File: config.mk
export PLATFORM = sky130hd
export DESIGN_NAME = switch_matrix_control
export DESIGN_NICKNAME = d
export VERILOG_FILES = /design/src/rtl/switch_matrix_control.v
export VERILOG_INCLUDE_DIRS = /design/src /design/src/rtl
export SDC_FILE = /design/constraint.sdc
export NUM_CORES = 1
export LEC_CHECK = 0
export BUFFER_PORTS_ARGS = -buffer_cell sky130_fd_sc_hd__buf_4
export CAP_MARGIN = 25
export CORE_MARGIN = 1
export CORE_UTILIZATION = 40
export DETAILED_ROUTE_END_ITERATION = 6
export SYNTH_ARGS = -nofsm -noshare
export SYNTH_HDL_FRONTEND = slang
export SYNTH_SLANG_ARGS = --single-unit
File: constraint.sdc
create_clock -name aclk -period 2.6 [get_ports aclk]
set_input_delay 0.13 -clock aclk [delete_from_list [all_inputs] [get_ports aclk]]
set_output_delay 0.13 -clock aclk [all_outputs]
set_load 0.01 [all_outputs]
File: src/rtl/switch_matrix_consts.vh
// Constants for the switch matrix control register bank
// Function
// - Config bit 16 picks individual registers (1) or group decode fields (0).
// - Individual register writes affect switches only once the select bit is set.
// - Four read-only status registers report each switch open or closed.
// - Config bit 18 drives the second auxiliary TIA switch; resets to zero.
// - Config bit 17 drives the first auxiliary TIA switch; resets to zero.
// - TIA group code decodes to single switch, calibration, all closed or all open.
// - Negative group code decodes LDO tie, singles, calibration, alternate tie or open.
// - Positive group code decodes LDO tie, calibration, singles, alternate tie or open.
// - Output group code decodes to single switch, calibration, all closed or open.
// - Config register resets to 0x0000FFFF, all group codes at 0xF.
// - Four individual registers are read/write, reset zero, stored regardless of source.
// - Every switch is open after power-up.
// - In individual registers, bit one closes its switch, zero opens it, except TIA bits 9 and 10, which follow config bits 17 and 18.
`ifndef SWITCH_MATRIX_CONSTS_VH
`define SWITCH_MATRIX_CONSTS_VH
`define SM_ADDR_CONFIG     14'h200C
`define SM_ADDR_EXC_IND    14'h2150
`define SM_ADDR_NEG_IND    14'h2154
`define SM_ADDR_POS_IND    14'h2158
`define SM_ADDR_TIA_IND    14'h215C
`define SM_ADDR_EXC_STA    14'h21B0
`define SM_ADDR_POS_STA    14'h21B4
`define SM_ADDR_NEG_STA    14'h21B8
`define SM_ADDR_TIA_STA    14'h21BC
`define SM_CONFIG_RESET    19'h0FFFF
`define SM_CONFIG_MASK     32'h0007FFFF
`define SM_IND_MASK        32'h0000FFFF
`define SM_BIT_SELECT      16
`define SM_BIT_AUX_A       17
`define SM_BIT_AUX_B       18
`define SM_TIA_LSB         12
`define SM_NEG_LSB         8
`define SM_POS_LSB         4
`define SM_EXC_LSB         0
`define SM_TIA_CAL_BIT     8
`define SM_TIA_AUX_A_BIT   9
`define SM_TIA_AUX_B_BIT   10
`define SM_NEG_CAL_BIT     9
`define SM_NEG_LDO_BIT     10
`define SM_NEG_LDO2_BIT    11
`define SM_POS_CAL_BIT     0
`define SM_POS_LDO_BIT     14
`define SM_POS_LDO2_BIT    15
`define SM_EXC_CAL_BIT     0
`define SM_RESP_OKAY       2'h0
`define SM_RESP_SLVERR     2'h2
`endif

File: src/rtl/switch_matrix_control.v
// AXI4-Lite register bank driving the analog switch matrix
//
// Implementation choice: the AXI4-Lite slave port.
`timescale 1ns/1ps
`include "switch_matrix_consts.vh"
module switch_matrix_control #(
    parameter ADDR_W = 14
) (
    input  wire              aclk,
    input  wire              aresetn,
    input  wire              clk_en,
    input  wire [ADDR_W-1:0] s_axi_awaddr,
    input  wire              s_axi_awvalid,
    output reg               s_axi_awready,
    input  wire [31:0]       s_axi_wdata,
    input  wire [3:0]        s_axi_wstrb,
    input  wire              s_axi_wvalid,
    output reg               s_axi_wready,
    output reg  [1:0]        s_axi_bresp,
    output reg               s_axi_bvalid,
    input  wire              s_axi_bready,
    input  wire [ADDR_W-1:0] s_axi_araddr,
    input  wire              s_axi_arvalid,
    output reg               s_axi_arready,
    output reg  [31:0]       s_axi_rdata,
    output reg  [1:0]        s_axi_rresp,
    output reg               s_axi_rvalid,
    input  wire              s_axi_rready,
    output reg  [15:0]       exc_output_switches,
    output reg  [15:0]       pos_node_switches,
    output reg  [15:0]       neg_node_switches,
    output reg  [15:0]       tia_input_switches
);

    reg  [18:0]       config_q;
    reg  [15:0]       exc_ind_q;
    reg  [15:0]       neg_ind_q;
    reg  [15:0]       pos_ind_q;
    reg  [15:0]       tia_ind_q;
    reg  [ADDR_W-1:0] awaddr_q;
    reg  [31:0]       wdata_q;
    reg  [3:0]        wstrb_q;
    reg               aw_held_q;
    reg               w_held_q;
    reg  [15:0]       exc_d;
    reg  [15:0]       pos_d;
    reg  [15:0]       neg_d;
    reg  [15:0]       tia_d;
    wire [31:0]       wmask;
    reg  [31:0]       rdata_d;
    reg               rhit_d;
    reg               whit;
    wire [3:0]        tia_code = config_q[`SM_TIA_LSB+3:`SM_TIA_LSB];
    wire [3:0]        neg_code = config_q[`SM_NEG_LSB+3:`SM_NEG_LSB];
    wire [3:0]        pos_code = config_q[`SM_POS_LSB+3:`SM_POS_LSB];
    wire [3:0]        exc_code = config_q[`SM_EXC_LSB+3:`SM_EXC_LSB];
    wire              do_write = aw_held_q && w_held_q && !s_axi_bvalid;
    genvar            g;

    // Byte-lane enables; a lane whose strobe is low keeps its old bits
    generate
        for (g = 0; g < 4; g = g + 1) begin : g_lane
            assign wmask[g*8 +: 8] = {8{wstrb_q[g]}};
        end
    endgenerate

    // Group decode; codes give one-hot, all-closed or all-open patterns in the individual-register layout
    always @* begin
        exc_d = 16'h0000;
        pos_d = 16'h0000;
        neg_d = 16'h0000;
        tia_d = 16'h0000;
        if (config_q[`SM_BIT_SELECT]) begin
            exc_d = exc_ind_q;
            pos_d = pos_ind_q;
            neg_d = neg_ind_q;
            tia_d = tia_ind_q;
        end else begin
            // Codes above the all-closed code are spares and open every switch
            case (exc_code)
                4'h0: exc_d = 16'h0000;
                4'h1: exc_d[`SM_EXC_CAL_BIT] = 1'b1;
                4'h2, 4'h3, 4'h4, 4'h5, 4'h6, 4'h7, 4'h8: begin
                    exc_d[exc_code - 4'h1] = 1'b1;
                end
                4'h9: exc_d = 16'h01FF;
                default: exc_d = 16'h0000;
            endcase
            // The auxiliary switches are outside this field
            case (tia_code)
                4'h0: tia_d = 16'h0000;
                4'h1, 4'h2, 4'h3, 4'h4, 4'h5, 4'h6, 4'h7: begin
                    tia_d[tia_code - 4'h1] = 1'b1;
                end
                4'h8: tia_d[`SM_TIA_CAL_BIT] = 1'b1;
                4'h9: tia_d = 16'h01FF;
                default: tia_d = 16'h0000;
            endcase
            case (neg_code)
                4'h0: neg_d[`SM_NEG_LDO_BIT] = 1'b1;
                4'h8: neg_d = 16'h0000;
                4'h9: neg_d[8] = 1'b1;
                4'hA: neg_d[`SM_NEG_CAL_BIT] = 1'b1;
                4'hB, 4'hC, 4'hD, 4'hE: neg_d[`SM_NEG_LDO2_BIT] = 1'b1;
                4'hF: neg_d = 16'h0000;
                default: neg_d[neg_code - 4'h1] = 1'b1;
            endcase
            case (pos_code)
                4'h0: pos_d[`SM_POS_LDO_BIT] = 1'b1;
                4'h1: pos_d[`SM_POS_CAL_BIT] = 1'b1;
                4'hA, 4'hC, 4'hF: pos_d = 16'h0000;
                4'hB: pos_d[11] = 1'b1;
                4'hD, 4'hE: pos_d[`SM_POS_LDO2_BIT] = 1'b1;
                default: pos_d[pos_code[3:0]] = 1'b1;
            endcase
        end
        // Auxiliary TIA switches follow the config bits in either mode
        tia_d[`SM_TIA_AUX_A_BIT] = config_q[`SM_BIT_AUX_A];
        tia_d[`SM_TIA_AUX_B_BIT] = config_q[`SM_BIT_AUX_B];
    end

    always @* begin
        rhit_d  = 1'b1;
        rdata_d = 32'h00000000;
        case (s_axi_araddr)
            `SM_ADDR_CONFIG:  rdata_d = {13'h0000, config_q};
            `SM_ADDR_EXC_IND: rdata_d = {16'h0000, exc_ind_q};
            `SM_ADDR_NEG_IND: rdata_d = {16'h0000, neg_ind_q};
            `SM_ADDR_POS_IND: rdata_d = {16'h0000, pos_ind_q};
            `SM_ADDR_TIA_IND: rdata_d = {16'h0000, tia_ind_q};
            `SM_ADDR_EXC_STA: rdata_d = {16'h0000, exc_output_switches};
            `SM_ADDR_POS_STA: rdata_d = {16'h0000, pos_node_switches};
            `SM_ADDR_NEG_STA: rdata_d = {16'h0000, neg_node_switches};
            `SM_ADDR_TIA_STA: rdata_d = {16'h0000, tia_input_switches};
            default:          rhit_d  = 1'b0;
        endcase
        case (awaddr_q)
            `SM_ADDR_CONFIG, `SM_ADDR_EXC_IND, `SM_ADDR_NEG_IND,
            `SM_ADDR_POS_IND, `SM_ADDR_TIA_IND: whit = 1'b1;
            default: whit = 1'b0;
        endcase
    end

    // Write channel: address and data latched in either order, one write at a time
    always @(posedge aclk) begin
        if (!aresetn) begin
            config_q      <= `SM_CONFIG_RESET;
            exc_ind_q     <= 16'h0000;
            neg_ind_q     <= 16'h0000;
            pos_ind_q     <= 16'h0000;
            tia_ind_q     <= 16'h0000;
            awaddr_q      <= {ADDR_W{1'b0}};
            wdata_q       <= 32'h00000000;
            wstrb_q       <= 4'h0;
            aw_held_q     <= 1'b0;
            w_held_q      <= 1'b0;
            s_axi_awready <= 1'b0;
            s_axi_wready  <= 1'b0;
            s_axi_bvalid  <= 1'b0;
            s_axi_bresp   <= `SM_RESP_OKAY;
        end else if (clk_en) begin
            s_axi_awready <= !aw_held_q && !s_axi_awready && s_axi_awvalid;
            s_axi_wready  <= !w_held_q && !s_axi_wready && s_axi_wvalid;
            if (s_axi_awvalid && s_axi_awready) begin
                awaddr_q  <= s_axi_awaddr;
                aw_held_q <= 1'b1;
            end
            if (s_axi_wvalid && s_axi_wready) begin
                wdata_q  <= s_axi_wdata;
                wstrb_q  <= s_axi_wstrb;
                w_held_q <= 1'b1;
            end
            if (do_write) begin
                s_axi_bvalid <= 1'b1;
                s_axi_bresp  <= whit ? `SM_RESP_OKAY : `SM_RESP_SLVERR;
                // Stored independently of the selected source
                case (awaddr_q)
                    // Only the 19 defined bits are stored, so reserved bits stay zero
                    `SM_ADDR_CONFIG: config_q <= (config_q & ~wmask[18:0])
                        | (wdata_q[18:0] & wmask[18:0]);
                    `SM_ADDR_EXC_IND: exc_ind_q <= (exc_ind_q & ~wmask[15:0])
                        | (wdata_q[15:0] & wmask[15:0]);
                    `SM_ADDR_NEG_IND: neg_ind_q <= (neg_ind_q & ~wmask[15:0])
                        | (wdata_q[15:0] & wmask[15:0]);
                    `SM_ADDR_POS_IND: pos_ind_q <= (pos_ind_q & ~wmask[15:0])
                        | (wdata_q[15:0] & wmask[15:0]);
                    `SM_ADDR_TIA_IND: tia_ind_q <= (tia_ind_q & ~wmask[15:0])
                        | (wdata_q[15:0] & wmask[15:0]);
                    default: ;
                endcase
            end
            if (s_axi_bvalid && s_axi_bready) begin
                s_axi_bvalid <= 1'b0;
                aw_held_q    <= 1'b0;
                w_held_q     <= 1'b0;
            end
        end
    end

    // Read channel: one outstanding read
    always @(posedge aclk) begin
        if (!aresetn) begin
            s_axi_arready <= 1'b0;
            s_axi_rvalid  <= 1'b0;
            s_axi_rdata   <= 32'h00000000;
            s_axi_rresp   <= `SM_RESP_OKAY;
        end else if (clk_en) begin
            s_axi_arready <= !s_axi_rvalid && !s_axi_arready && s_axi_arvalid;
            if (s_axi_arvalid && s_axi_arready) begin
                s_axi_rvalid <= 1'b1;
                s_axi_rdata  <= rdata_d;
                s_axi_rresp  <= rhit_d ? `SM_RESP_OKAY : `SM_RESP_SLVERR;
            end else if (s_axi_rvalid && s_axi_rready) begin
                s_axi_rvalid <= 1'b0;
            end
        end
    end

    // Applied switch state; registered so outputs and status agree cycle for cycle
    always @(posedge aclk) begin
        if (!aresetn) begin
            exc_output_switches <= 16'h0000;
            pos_node_switches   <= 16'h0000;
            neg_node_switches   <= 16'h0000;
            tia_input_switches  <= 16'h0000;
        end else if (clk_en) begin
            exc_output_switches <= exc_d;
            pos_node_switches   <= pos_d;
            neg_node_switches   <= neg_d;
            tia_input_switches  <= tia_d;
        end
    end

endmodule

Word level (Yosys, flattened, before mapping)
Index checks and enable logic that the tools add are counted.

storage, ports and cells
  logic and storage cells = 197
  register bits after elaboration = 226
  input bits = 72

cells by class
  equality and inequality tests = 47
  bitwise operators = 14
  reduce and logical (&&, ||, !) cells = 61
  add/sub/neg operators = 3
  mux-type cells = 42
  order comparisons = 8

operators with widths
  kind                                                         count
  equality test 14 bit (second input constant)                 14
  case mux 19 bit (9 select lines)                             1
  AND 16 bit                                                   5
  equality test 4 bit (second input constant)                  18
  two-way mux 16 bit                                           4
  OR 16 bit                                                    4
  AND 19 bit                                                   2
  OR reduction 7 bit                                           5
  equality test 4 x 3 -> 1 bit (second input constant)         8
  OR reduction 8 bit                                           4
  case mux 15 bit (2 select lines)                             1
  less-than comparator 4 x 5 -> 1 bit (second input constant)  4
  case mux 1 bit (2 select lines)                              10
  NOT 19 bit                                                   1
  OR 19 bit                                                    1
  OR reduction 9 bit                                           2
  logical AND 1 bit                                            17
  demux 1 bit (select 4 bit)                                   4
  equality test 4 x 2 -> 1 bit (second input constant)         4
  >= comparator 4 x 1 -> 1 bit (second input constant)         4
  NOT 16 bit                                                   1
  case mux 8 bit (2 select lines)                              1
  AND reduction 2 bit                                          8
  AND reduction 3 bit                                          5
  other kinds (15)                                             47

Depth between registers and ports, before layout
  depth after elaboration = 7
  depth in mapped cells = 9
  depth with buffers taken out = 5

Least setup slack after synthesis
No wires, ideal clock.

  path type = register -> register
  start point = register s_axi_bvalid
  end point = register (tool-made name)
  arrival = 1.685 ns
  stages on the path, launching flop included = 7
  data required time = 2.470 ns
  period minus slack after synthesis = 1.814 ns
  setup slack = 0.786 ns
  cells stage by stage = dfxtp_1 and4b_1 clkbuf_1 nand3_1 nor3_4 mux2i_1 nand2_1

RTL lines
  item                    RTL line                     source
  from (decl)             switch_matrix_control.v:20   output reg s_axi_bvalid,
  from (signal assigned)  switch_matrix_control.v:159  s_axi_bvalid <= 1'b0;
  from (signal assigned)  switch_matrix_control.v:174  s_axi_bvalid <= 1'b1;
  from (signal assigned)  switch_matrix_control.v:193  s_axi_bvalid <= 1'b0;

==> results.md <==
* Status: finished, final reports clean
* Synth Warn # at 0
* Dpl cell area at 11250 um^2
* Max Transition Viols Final at 0
* Final TNS setup at 0 ns
* Rel. slew slack at 46.90%
* Number of CTS-inserted buffers at 23
* Post-synth top cells: nand2_1 (226), dfxtp_1 (211), mux2i_1 (92)
* Logic pwr share at 6.1%
* Routed via count at 8995
* Final setup viols at 0
* CTS sink count at 211
* Fraction of registers with async set/reset at 0%
* Critical path class: flip-flop to flip-flop
* Crit share post-route at 79.67%
* Post-DP HPWL at 22.19 mm
* FF+latch count, synth at 211
* Place WS at 0.4801 ns
* Grt total ovfl at 0
* Detailed Route WL at 32.59 mm
* Die height at 158.9 um
* Clock share of power at 48.3%
* Reg2Reg Launch Point: awaddr_q[7]
* Hold Crit Endpoint: s_axi_rresp[1]
* Post-synth EDFFs at 0
* Ratio of cells with drive above 1 in the final layout at 19.06%
* RSZ-0062 raised after global routing: no
* Clock Tree Root: clkbuf_16
* Cell with the most instances after synthesis: nand2_1
* Startpoint types: flip-flop
* Req. time, crit path at 2.97 ns
* Vias in the first global route at 8417
* Leading area contributor after synthesis: dfxtp_1
* Initial Util at 40.59%
* CORE AREA at 24250 um^2
* Global-route wire length before repair at 50.01 mm
* Remaining DRCs at 0
* Cell Pwr Density at 578.5 nW/um^2
* HP Class: primary input to flip-flop
* Final cell count without fillers at 1605
* FF-to-FF setup slack at 0.53 ns
* Switch share at 22.13%
* Max Root-Sink Buffers at 3
* Mapped Area at 9842 um^2
* Sequential share of power at 45.6%
* IO Pins at 177
* Mean Syn Cell Area at 8.907 um^2
* Worst-margin pin slew at 0.7942 ns
* Die X-Extent at 158.9 um
* Sw Pwr at 1593 uW
* Critical path startpoint: awaddr_q[7]
* Dpl cells at 1524
* Worst Hold Depth at 4
* Static Leak at 0.004784 uW
* Min cycle time layout at 2.071 ns
* Max Cap Viol at 0
* Area share of the largest cell type after synthesis at 42.92%
* Post-Layout Inst Area at 12450 um^2
* Hold_sp: s_axi_araddr[11]
* Gp weighted congestion at 0.8597
* Row count at 57
* Wire per inst at 20.31 um
* Latest clock arrival within the worst-skew pair at 0.51 ns
* Final hold slack at 0.04388 ns
* Tot GR Track Use at 25.14%
* # fillers at 2307
* Seq/Total Area, Yosys at 42.92%
* Post-Synthesis Cells at 1105
* Dominant synthesized flop cell: dfxtp_1
* Ranking of synthesized cells by area: dfxtp_1 (43%), mux2i_1 (9.4%), nand2_1 (8.6%)
* Worst Clk Skew at 0.01065 ns
* Hold Fails Final Rpt at 0
* Worst vdd rail ir drop at 0.4382 mV
* Nets at 1336
* Crit path DAT at 2.44 ns
* Starting DRC count in detailed routing at 785
* CP Max Fanout at 9
* Internal Dissipation at 5606 uW
* PortBufs at 147
* CTS tree: yes
* Clock transition at path regs at 0.06 ns
* Final ANT Viol Nets at 0
* Worst reg2reg path depth at 5
* Drt pass-1 iters at 5
* Largest net degree at the start of global routing at 96
* Worst Setup Slack, final at 0.5286 ns
* Die footprint at 25240 um^2
* Area growth syn-to-layout at 26.46%
* CTS H-tree depth at 1
* Setup crit end kind: flip-flop
* Antenna violations before repair at 0
* Drt via density at 5.604
* FMAX at 0.4828 GHz
* Post-CTS sizing at 0
* Distinct cells, synth at 68
cell families after synthesis:
group | count (synthesis) | synth area share, %
xor+xnor | 3 | 0.2670
flops | 211 | 42.92
mux | 106 | 12.22
simple gates | 435 | 21.57
buf+inv | 108 | 4.856
other cells | 1 | 0.03810
compound gates | 241 | 18.13
per-stage QoR:
step           util [%]  total power [uW]
2_1_floorplan         -              3571
3_3_place_gp      46.39              3741
3_5_place_dp      46.39              3744
4_1_cts           51.32              7239
5_1_grt           51.32              7409
6_report          51.33              7199
worst max-delay path: stages, from the launching register on:
cell,delay (ns)
dfxtp_1,0.31
nor4_1,0.36
nand3_1,0.33
nor3_4,0.58
mux2i_1,0.26
nand2_1,0.08
final cells by class:
cell class              count  area, um^2  area share (%)
inverters                  10       37.54          0.3016
flip-flops and latches    211        4225           33.95
clock buffers              36       704.4           5.660
repair buffers            218        1772           14.24
multi-input cells         800        5199           41.77
clock inverters             5       100.1          0.8043
diodes                      1       2.502         0.02011
well taps                 324       405.4           3.257
timing repair:
item,4_1_cts,5_1_grt
hold buffers,39,0
setup buffers,0,0
endpoints found under the hold margin,42,0
power by group through the flow:
stage          registers (uW)  clock network [uW]  logic (uW)
2_1_floorplan            3350                   0         218
3_3_place_gp             3350                   0         386
3_5_place_dp             3360                   0         388
4_1_cts                  3280                3520         435
5_1_grt                  3280                3660         469
6_report                 3280                3480         439
placed cells by master, fill, tap and decap left out, drive strengths merged, types with 4 or more instances in the layout:
master | Yosys | layout
a21boi | 62 | 62
a21o | 5 | 5
a21oi | 32 | 32
a221oi | 22 | 22
a22oi | 36 | 36
a31oi | 4 | 4
a32o | 7 | 7
a32oi | 8 | 8
and2 | 9 | 9
and3 | 33 | 33
buf | 29 | 179
clkbuf | 69 | 36
conb | 1 | 15
dfxtp | 211 | 211
dlygate4sd3 | 0 | 39
inv | 9 | 9
mux2i | 92 | 92
mux4 | 11 | 11
nand2 | 226 | 226
nand2b | 6 | 6
nand3 | 40 | 40
nor2 | 32 | 32
nor2b | 49 | 49
nor3 | 10 | 10
nor3b | 5 | 5
nor4b | 5 | 5
o211a | 9 | 9
o211ai | 6 | 6
o21a | 4 | 4
o21ai | 18 | 18
o22ai | 11 | 11
o311ai | 4 | 4
worst max path at each step:
stage,to,slack [ns],cells after the start
final,flip-flop,0.53,5
after CTS,flip-flop,0.50,5
after detailed placement,s_axi_rdata[5],0.48,6
after global placement,s_axi_rdata[9],0.52,6
after floorplan,flip-flop,0.79,6
after global routing,flip-flop,0.39,5
per-layer routing:
| layer | track usage [%] | wire length (um) |
|---|---|---|
| met1 | 36.27 | 14800 |
| met4 | 6.556 | 603 |
| met5 | 0 | 0 |
| met3 | 4.572 | 2915 |
| met2 | 38.36 | 14280 |
Note: power is estimated with default switching activity, not from simulation.
